<file path="src/hdl/cx_pkg.sv">
// types and constants for the instruction execution unit
package cx_pkg;
   localparam int DATA_W     = 8;
   localparam int FADDR_W    = 7;
   localparam int LIT_W      = 11;
   localparam int CNT_W      = 15;
   localparam int LATCH_W    = 7;
   localparam int AXI_ADDR_W = 8;
   localparam int AXI_DATA_W = 32;
   localparam int AXI_STRB_W = 4;
   localparam int BRANCH_LO_W = 11;
   localparam int LATCH_HI   = 6;
   localparam int LATCH_LO   = 3;
   localparam int STAT_CARRY_BIT = 0;
   localparam int STAT_ZERO_BIT  = 2;
   localparam int BYTE_W     = 8;

   localparam logic [AXI_ADDR_W-1:0] OFS_WORK_REG    = 8'h00;
   localparam logic [AXI_ADDR_W-1:0] OFS_STATUS      = 8'h04;
   localparam logic [AXI_ADDR_W-1:0] OFS_HIGH_LATCH  = 8'h08;
   localparam logic [AXI_ADDR_W-1:0] OFS_PROG_COUNT  = 8'h0C;

   localparam logic [1:0] RESP_OKAY   = 2'h0;
   localparam logic [1:0] RESP_SLVERR = 2'h2;
   localparam logic       DEST_WORK   = 1'b0;
   localparam logic       DEST_FILE   = 1'b1;
   localparam logic [DATA_W-1:0] DATA_ONE  = 8'h01;
   localparam logic [DATA_W-1:0] DATA_ZERO = 8'h00;
   localparam logic [CNT_W-1:0]  CNT_ONE   = 15'h0001;

   typedef enum logic [2:0] {
      OP_NONE                      = 3'h0,
      OP_INCREMENT_SKIP_IF_ZERO    = 3'h1,
      OP_INCREMENT                 = 3'h2,
      OP_UNCONDITIONAL_BRANCH      = 3'h3,
      OP_OR_LITERAL_INTO_WORK      = 3'h4,
      OP_OR_WORK_WITH_REGISTER     = 3'h5,
      OP_LOGICAL_SHIFT_LEFT        = 3'h6
   } cx_op_t;

   typedef enum logic [2:0] {
      ST_EXEC        = 3'h1,
      ST_BRANCH_WAIT = 3'h2,
      ST_SKIP_NOP    = 3'h4
   } cx_fsm_t;

   typedef struct packed {
      cx_op_t             op;
      logic [FADDR_W-1:0] fileAddr;
      logic               destSel;
      logic [LIT_W-1:0]   literal;
   } cx_instr_t;

   typedef struct packed {
      logic               en;
      logic [FADDR_W-1:0] addr;
      logic [DATA_W-1:0]  data;
   } cx_file_wr_t;

   typedef struct packed {
      logic                  awvalid;
      logic [AXI_ADDR_W-1:0] awaddr;
      logic                  wvalid;
      logic [AXI_DATA_W-1:0] wdata;
      logic [AXI_STRB_W-1:0] wstrb;
      logic                  bready;
      logic                  arvalid;
      logic [AXI_ADDR_W-1:0] araddr;
      logic                  rready;
   } cx_axi_req_t;

   typedef struct packed {
      logic                  awready;
      logic                  wready;
      logic                  bvalid;
      logic [1:0]            bresp;
      logic                  arready;
      logic                  rvalid;
      logic [AXI_DATA_W-1:0] rdata;
      logic [1:0]            rresp;
   } cx_axi_rsp_t;

   typedef struct packed {
      cx_fsm_t               fsm;
      logic [DATA_W-1:0]     work;
      logic                  zero;
      logic                  carry;
      logic [CNT_W-1:0]      progCount;
      logic [LATCH_W-1:0]    highLatch;
      cx_file_wr_t           fileWr;
      logic                  awHeld;
      logic [AXI_ADDR_W-1:0] awAddr;
      logic                  wHeld;
      logic [AXI_DATA_W-1:0] wData;
      logic [AXI_STRB_W-1:0] wStrb;
      logic                  bValid;
      logic [1:0]            bResp;
      logic                  rValid;
      logic [AXI_DATA_W-1:0] rData;
      logic [1:0]            rResp;
   } cx_state_t;
endpackage
</file>
<file path="src/hdl/cx_exec_unit.sv">
// execution unit for increment, or, left shift and branch instructions
module cx_exec_unit
   import cx_pkg::*;
(
   input  wire logic          clk_sys,
   input  wire logic          sys_rst,
   input  wire cx_axi_req_t   axiReq,
   output      cx_axi_rsp_t   axiRsp,
   input  wire logic          instValid,
   input  wire cx_instr_t     instr,
   output      logic          instReady,
   output      logic [FADDR_W-1:0] fileRdAddr,
   input  wire logic [DATA_W-1:0]  fileRdData,
   output      cx_file_wr_t   fileWr,
   output      logic [DATA_W-1:0]  workRegister,
   output      logic          zeroFlag,
   output      logic          carryFlag,
   output      logic [CNT_W-1:0]   programCounter,
   output      logic [LATCH_W-1:0] programCounterHighLatch
);

   cx_state_t s_q;
   cx_state_t s_d;

   function automatic logic isZero(input logic [DATA_W-1:0] v);
      isZero = (v == DATA_ZERO);
   endfunction

   function automatic logic isMapped(input logic [AXI_ADDR_W-1:0] a);
      isMapped = (a == OFS_WORK_REG) || (a == OFS_STATUS) ||
                 (a == OFS_HIGH_LATCH) || (a == OFS_PROG_COUNT);
   endfunction

   function automatic logic [AXI_DATA_W-1:0] statusWord(
      input logic z, input logic c);
      logic [AXI_DATA_W-1:0] v;
      v = '0;
      v[STAT_ZERO_BIT]  = z;
      v[STAT_CARRY_BIT] = c;
      statusWord = v;
   endfunction

   logic                  accept;
   logic                  awFire;
   logic                  wFire;
   logic                  arFire;
   logic [DATA_W-1:0]     src;
   logic [DATA_W-1:0]     result;
   logic [AXI_DATA_W-1:0] rdWord;

   assign instReady  = (s_q.fsm != ST_BRANCH_WAIT);
   assign accept     = instValid && instReady;
   assign fileRdAddr = instr.fileAddr;
   assign src        = fileRdData;

   assign axiRsp.awready = !s_q.awHeld && !s_q.bValid;
   assign axiRsp.wready  = !s_q.wHeld && !s_q.bValid;
   assign axiRsp.bvalid  = s_q.bValid;
   assign axiRsp.bresp   = s_q.bResp;
   assign axiRsp.arready = !s_q.rValid;
   assign axiRsp.rvalid  = s_q.rValid;
   assign axiRsp.rdata   = s_q.rData;
   assign axiRsp.rresp   = s_q.rResp;

   assign awFire = axiReq.awvalid && axiRsp.awready;
   assign wFire  = axiReq.wvalid && axiRsp.wready;
   assign arFire = axiReq.arvalid && axiRsp.arready;

   assign fileWr                  = s_q.fileWr;
   assign workRegister            = s_q.work;
   assign zeroFlag                = s_q.zero;
   assign carryFlag               = s_q.carry;
   assign programCounter          = s_q.progCount;
   assign programCounterHighLatch = s_q.highLatch;

   // read data mux
   always_comb begin
      rdWord = '0;
      case (axiReq.araddr)
         OFS_WORK_REG: begin
            rdWord[DATA_W-1:0] = s_q.work;
         end
         OFS_STATUS: begin
            rdWord = statusWord(s_q.zero, s_q.carry);
         end
         OFS_HIGH_LATCH: begin
            rdWord[LATCH_W-1:0] = s_q.highLatch;
         end
         OFS_PROG_COUNT: begin
            rdWord[CNT_W-1:0] = s_q.progCount;
         end
         default: begin
            rdWord = '0;
         end
      endcase
   end

   always_comb begin
      s_d           = s_q;
      s_d.fileWr.en = 1'b0;
      result        = DATA_ZERO;

      // bus write channels
      if (awFire) begin
         s_d.awHeld = 1'b1;
         s_d.awAddr = axiReq.awaddr;
      end
      if (wFire) begin
         s_d.wHeld = 1'b1;
         s_d.wData = axiReq.wdata;
         s_d.wStrb = axiReq.wstrb;
      end
      if (s_q.awHeld && s_q.wHeld) begin
         s_d.awHeld = 1'b0;
         s_d.wHeld  = 1'b0;
         s_d.bValid = 1'b1;
         s_d.bResp  = isMapped(s_q.awAddr) ? RESP_OKAY : RESP_SLVERR;
         if (s_q.wStrb[0]) begin
            case (s_q.awAddr)
               OFS_WORK_REG: begin
                  s_d.work = s_q.wData[DATA_W-1:0];
               end
               OFS_STATUS: begin
                  s_d.zero  = s_q.wData[STAT_ZERO_BIT];
                  s_d.carry = s_q.wData[STAT_CARRY_BIT];
               end
               OFS_HIGH_LATCH: begin
                  s_d.highLatch = s_q.wData[LATCH_W-1:0];
               end
               default: begin
                  s_d.bValid = 1'b1;
               end
            endcase
         end
      end
      if (s_q.bValid && axiReq.bready) begin
         s_d.bValid = 1'b0;
      end

      // bus read channel
      if (arFire) begin
         s_d.rValid = 1'b1;
         s_d.rData  = rdWord;
         s_d.rResp  = isMapped(axiReq.araddr) ? RESP_OKAY : RESP_SLVERR;
      end else if (s_q.rValid && axiReq.rready) begin
         s_d.rValid = 1'b0;
      end

      // instruction execution, wins over bus writes
      case (s_q.fsm)
         ST_BRANCH_WAIT: begin
            s_d.fsm = ST_EXEC;
         end
         ST_SKIP_NOP: begin
            if (accept) begin
               s_d.progCount = s_q.progCount + CNT_ONE;
               s_d.fsm       = ST_EXEC;
            end
         end
         ST_EXEC: begin
            if (accept) begin
               s_d.progCount = s_q.progCount + CNT_ONE;
               case (instr.op)
                  OP_INCREMENT_SKIP_IF_ZERO: begin
                     result = src + DATA_ONE;
                     if (isZero(result)) begin
                        s_d.fsm = ST_SKIP_NOP;
                     end
                  end
                  OP_INCREMENT: begin
                     result = src + DATA_ONE;
                     s_d.zero = isZero(result);
                  end
                  OP_OR_WORK_WITH_REGISTER: begin
                     result = s_q.work | src;
                     s_d.zero = isZero(result);
                  end
                  OP_LOGICAL_SHIFT_LEFT: begin
                     result = {src[DATA_W-2:0], 1'b0};
                     s_d.carry = src[DATA_W-1];
                     s_d.zero  = isZero(result);
                  end
                  OP_OR_LITERAL_INTO_WORK: begin
                     result = s_q.work | instr.literal[DATA_W-1:0];
                     s_d.work = result;
                     s_d.zero = isZero(result);
                  end
                  OP_UNCONDITIONAL_BRANCH: begin
                     s_d.progCount = {
                        s_q.highLatch[LATCH_HI:LATCH_LO],
                        instr.literal[BRANCH_LO_W-1:0]};
                     s_d.fsm = ST_BRANCH_WAIT;
                  end
                  default: begin
                     result = DATA_ZERO;
                  end
               endcase
               if ((instr.op == OP_INCREMENT_SKIP_IF_ZERO) ||
                   (instr.op == OP_INCREMENT) ||
                   (instr.op == OP_OR_WORK_WITH_REGISTER) ||
                   (instr.op == OP_LOGICAL_SHIFT_LEFT)) begin
                  if (instr.destSel == DEST_WORK) begin
                     s_d.work = result;
                  end else begin
                     s_d.fileWr.en   = 1'b1;
                     s_d.fileWr.addr = instr.fileAddr;
                     s_d.fileWr.data = result;
                  end
               end
            end
         end
         default: begin
            s_d.fsm = ST_EXEC;
         end
      endcase
   end

   always_ff @(posedge clk_sys) begin
      if (sys_rst) begin
         s_q     <= '0;
         s_q.fsm <= ST_EXEC;
      end else begin
         s_q <= s_d;
      end
   end

endmodule

</file>
<file path="config.mk">
export PLATFORM = sky130hd
export DESIGN_NAME = cx_exec_unit
export DESIGN_NICKNAME = d
export VERILOG_FILES = /design/src/hdl/cx_pkg.sv /design/src/hdl/cx_exec_unit.sv
export SDC_FILE = /design/constraint.sdc
export NUM_CORES = 1
export LEC_CHECK = 0
export BUFFER_PORTS_ARGS = -buffer_cell sky130_fd_sc_hd__buf_2
export CAP_MARGIN = 20
export CORE_ASPECT_RATIO = 0.5
export CORE_MARGIN = 3
export CORE_UTILIZATION = 50
export DETAILED_ROUTE_END_ITERATION = 7
export MAX_ROUTING_LAYER = met4
export PLACE_DENSITY_LB_ADDON = 0.15
export RECOVER_POWER = 50
export SLEW_MARGIN = 20
export SYNTH_ARGS = -nofsm -noshare
export SYNTH_HDL_FRONTEND = slang
export SYNTH_SLANG_ARGS = --single-unit
</file>
<file path="constraint.sdc">
create_clock -name clk_sys -period 2.7 [get_ports clk_sys]
set_input_delay 0.135 -clock clk_sys [delete_from_list [all_inputs] [get_ports clk_sys]]
set_output_delay 0.135 -clock clk_sys [all_outputs]
set_load 0.01 [all_outputs]
</file>
Word level (Yosys, flattened, before mapping)
Index checks and enable logic that the tools add are counted.
{"block": "totals", "output_inout_bits": 97, "register_bits": 91}
{"block": "op_classes", "n_mux": 27, "n_bitwise": 5, "reduce_logical": 38, "n_eq_ne": 19, "add_sub_neg": 2}
{"operator": "$logic_not A8 Y1", "count": 5}
{"operator": "$eq A8 B4 Y1 const B", "count": 4}
{"operator": "$mux W8", "count": 4}
{"operator": "$pmux W8 S4", "count": 1}
{"operator": "$mux W10", "count": 3}
{"operator": "$mux W15", "count": 2}
{"operator": "$pmux W15 S2", "count": 1}
{"operator": "$mux W28", "count": 1}
{"operator": "$pmux W7 S4", "count": 1}
{"operator": "$eq A8 B3 Y1 const B", "count": 2}
{"operator": "$mux W16", "count": 1}
{"operator": "$or A8 B8 Y8", "count": 2}
{"operator": "$add A15 B1 Y15 const B", "count": 1}
{"operator": "$eq A3 B3 Y1 const B", "count": 4}
{"operator": "$pmux W3 S2", "count": 2}
{"operator": "$logic_and A1 B1 Y1", "count": 9}
{"operator": "$logic_or A1 B1 Y1", "count": 9}
{"operator": "$add A8 B1 Y8 const B", "count": 1}
{"operator": "$reduce_and A4 Y1", "count": 2}
{"operator": "$logic_not A7 Y1", "count": 1}
{"operator": "$mux W7", "count": 1}
{"operator": "$eq A3 B1 Y1 const B", "count": 2}
{"operator": "$eq A3 B2 Y1 const B", "count": 2}
{"operator": "$mux W2", "count": 3}
{"operator": "other kinds (13)", "count": 27}

Longest topological paths before layout
{"block": "logic_depth", "ltp_word": 9, "depth_mapped": 8, "depth_no_buf": 6}

Least setup slack after synthesis
No wires, ideal clock.
{"block": "synth_timing", "path_kind": "register -> register", "from": "register s_q[75] (netlist name)", "to": "register s_q, in the netlist workRegister[7]", "path_slack_ps": 571, "path_stages_with_launch": 7, "t_arrival_ps": 2050, "setup_time_ps": 79, "synth_period_minus_slack_ps": 2129, "t_required_ps": 2621, "path_cell_list": "dfxtp_1 or4_4 or4_4 buf_6 mux2i_1 or3_2 o211ai_1"}
{"block": "synth_between", "elab_chain_len": 9}
{"item": "start: declaration", "line_no": "cx_exec_unit.sv:22", "text": "cx_state_t s_q;"}
{"item": "$logic_not A8 Y1 *", "line_no": "cx_exec_unit.sv:119", "text": "case (s_q.awAddr)"}
{"item": "$mux W8 *", "line_no": "cx_exec_unit.sv:119"}
{"item": "$mux W10 *", "line_no": "cx_exec_unit.sv:118", "text": "if (s_q.wStrb[0]) begin"}
{"item": "$mux W10 *", "line_no": "cx_exec_unit.sv:113", "text": "if (s_q.awHeld && s_q.wHeld) begin"}
{"item": "$mux W8", "line_no": "cx_exec_unit.sv:163", "text": "case (instr.op)"}
{"item": "$mux W8", "line_no": "cx_exec_unit.sv:202", "text": "if (instr.destSel == DEST_WORK) begin"}
{"item": "$mux W8", "line_no": "cx_exec_unit.sv:198", "text": "if ((instr.op == OP_INCREMENT_SKIP_IF_ZERO) ||"}
{"item": "$mux W28", "line_no": "cx_exec_unit.sv:161", "text": "if (accept) begin"}
{"item": "$mux W10 *", "line_no": "cx_exec_unit.sv:150", "text": "case (s_q.fsm)"}
Mark *: on every way between the ends. The rest lies on a longest branch, timed or not. The select of a mux whose other input is x is not followed.
A chain may end at the register's enable or synchronous reset.

Worst setup path in the final report
Same ends and word-level chain as after synthesis.

==> metrics.yaml <==
status: "finished, violations left"
violations: "max-capacitance violations, max-slew violations"
p_sw_uw: 875.4
grt_max_degree: 41
yosysWarningCount: 0
n_antenna_cell: 0
ys_seq_area_share_pct: 33.53
leakagePower_nw: 2.148
syn-mean-instance-area_sq_um: 7.896
post-dp-hpwl_um: 10610
grt_setup_unrepaired: "false"
worst_skew_pair.late_latency_ns: 0.34
grt_pass1_vias: 4177
place.gp.congestion: 0.9450
drtIter0Drc: 339
skew_ns: 0.008492
report.final.slew_viol_count: 41
start_util_pct: 53.76
via_per_inst: 5.607
area_delta_synth_final_pct: 5.298
worstHoldPathType: "input port to flop"
finalSetupTns_ns: 0
clk_pin_slew_ns: 0.07
drive_above_1_share_pct: 14.62
routed_wire_length_per_instance_um: 16.38
p_per_area_nw_per_um2: 547.4
postCtsHoldBufs: 0
tritoncts: "done"
ios: 187
fp.dieW_um: 151.8
multi_input_area_sq_um: 2661
grt_pass1_wl_um: 21880
cp.required_ns: 2.96
routed_wl_um: 14090
hold_viol: 0
root_buffer: "clkbuf_16"
final_design_area_no_fill_sq_um: 5595
relSlewSlack_pct: -19.65
drc: 0
end_kind: "flop"
tightest_slew_ns: 1.795
coreArea_sq_um: 9884
clkPwrFrac_pct: 38.4
fillers: 1022
ys_types: 66
synthCells: 673
cp_max_fo: 10
arrival_ns: 2.48
place_area_sq_um: 5426
critPathKind: "flop to flop"
antenna_found_initial: 0
grt-ovfl-total: 0
worstSetupStartpointType: "flop"
cts.path.max_buffers: 2
switching_share_pct: 28.58
cts_buffers: 9
synth_area_sq_um: 5314
drt_first_pass_iters: 7
grt_use_total_pct: 23.67
ys_ff_latch: 89
numPortBuffers: 140
routed-via-count: 4822
die_area_sq_um: 11980
ant_nets: 0
cts_resized: 0
rows: 25
finalCritPeriodShare_pct: 82.09
maxCapViolCount: 1
regArea_sq_um: 1782
setup_viol: 0
pwr-share-seq_pct: 46.5
p_int_mw: 2.187
fmax_ghz: 0.4512
synth_flop_cell: "dfxtp_1"
cts_sinks: 89
final_nets: 813
cts_setup_buffers: 0
fin_crit_ns: 2.216
die_y_um: 78.90
synth_edf_count: 0
synthArstFlopShare_pct: 0
combPwrFrac_pct: 15.1
ir_worst_vdd_uv: 331.1
cts_max_level: 3
whs_ns: 0.03077
[registers in the layout, summed over array words and instances, names as in the netlist]
name                     cells
programCounter              15
s_q                         22
workRegister                 8
carryFlag                    1
fileWr                      16
programCounterHighLatch      7
zeroFlag                     1
axiRsp                      19
[routing by layer]
metal  share of wire [%]  track usage (%)
met3                 9.9            5.359
met4                0.94            5.824
met2                  43            35.04
met1                  46            32.96
met5                   0                -
[logic make-up (layout without fill, tap and decap cells)]
family | after synthesis | in the layout | share of synthesized area, %
AND/OR/NAND/NOR | 253 | 253 | 23.07
flip-flops | 89 | 89 | 33.53
buffers and inverters | 141 | 175 | 17.35
XOR/XNOR | 12 | 12 | 1.978
AO/OA/AOI/OAI | 155 | 155 | 19.19
adder cells (fa/ha/maj) | 3 | 3 | 0.7065
multiplexers | 19 | 19 | 4.097
other | 1 | 19 | 0.07057
[power by group through the flow]
stage	Combinational, mW	Sequential, mW	Clock, mW
floorplan	0.373	1.43	0
global placement	0.461	1.45	0
detailed placement	0.467	1.45	0
CTS	0.469	1.42	1.20
global route	0.513	1.43	1.25
finish	0.461	1.42	1.18
[Yosys cell counts (5+ instances only)]
library cell,n,area (sq um)
dfxtp_1,89,1782
nor4_1,7,43.79
clkbuf_1,26,97.59
nand2b_1,9,56.30
nand2_1,85,319.1
nor2_1,67,251.5
o21ai_0,23,115.1
a211oi_1,8,60.06
nand4_1,5,31.28
nand3_1,15,75.07
mux2i_1,15,150.1
nand3b_1,6,45.04
xor2_1,8,70.07
inv_1,12,45.04
nor3_1,28,140.1
o32ai_1,6,52.55
a22oi_1,22,165.2
a21oi_1,55,275.3
buf_4,91,683.2
[per-stage QoR]
stage	std cells	worst slack (ns)	total power [mW]	util, %
2_1_floorplan	691	0.5714	1.804	-
3_3_place_gp	844	0.5193	1.913	54.90
3_5_place_dp	844	0.4630	1.919	54.90
4_1_cts	860	0.4428	3.095	57.75
5_1_grt	860	0.2681	3.196	56.61
6_report	860	0.4837	3.063	56.61
[worst max-delay path, stage by stage, from the launching register on]
cell	delay, ns
dfxtp_1	0.31
or4_4	0.54
or4_4	0.62
mux2i_1	0.15
or3_2	0.41
o211ai_1	0.10
[cell usage in the layout, fill, tap and decap left out, drive strengths merged, types with 3 or more instances in the layout]
cell type | Yosys | routed
a2111oi | 3 | 3
a211oi | 8 | 8
a21o | 3 | 3
a21oi | 55 | 55
a221oi | 4 | 4
a22oi | 22 | 22
a2bb2oi | 3 | 3
a32o | 4 | 4
and2 | 4 | 4
and3 | 4 | 4
buf | 99 | 72
clkbuf | 30 | 85
clkinv | 0 | 3
conb | 1 | 19
dfxtp | 89 | 89
ha | 3 | 3
inv | 12 | 13
mux2i | 15 | 15
nand2 | 85 | 85
nand2b | 9 | 9
nand3 | 15 | 15
nand3b | 6 | 6
nand4 | 5 | 5
nor2 | 67 | 67
nor3 | 29 | 29
nor3b | 3 | 3
nor4 | 7 | 7
o21a | 3 | 3
o21ai | 24 | 24
o32ai | 6 | 6
or3 | 4 | 4
or4 | 3 | 3
xnor2 | 4 | 4
xor2 | 8 | 8
[worst paths after layout]
path              cells after the start  startpoint  slack [ns]              end
setup / recovery                      5     s_q[75]        0.48  workRegister[7]
hold / removal                        3  axiReq[53]        0.03          s_q[80]
setup reg to reg                      5     s_q[75]        0.48  workRegister[7]
hold reg to reg                       2     s_q[82]        0.45          s_q[82]
[final cells by class]
| class | count | share of cell area (%) |
|---|---|---|
| Sequential cell | 89 | 31.84 |
| Multi-Input combinational cell | 461 | 47.56 |
| Clock inverter | 6 | 0.7603 |
| Inverter | 12 | 0.8050 |
| Tap cell | 135 | 3.019 |
| Clock buffer | 10 | 4.271 |
| Timing Repair Buffer | 147 | 11.74 |
No activity file was read; power rests on OpenSTA's default activity.
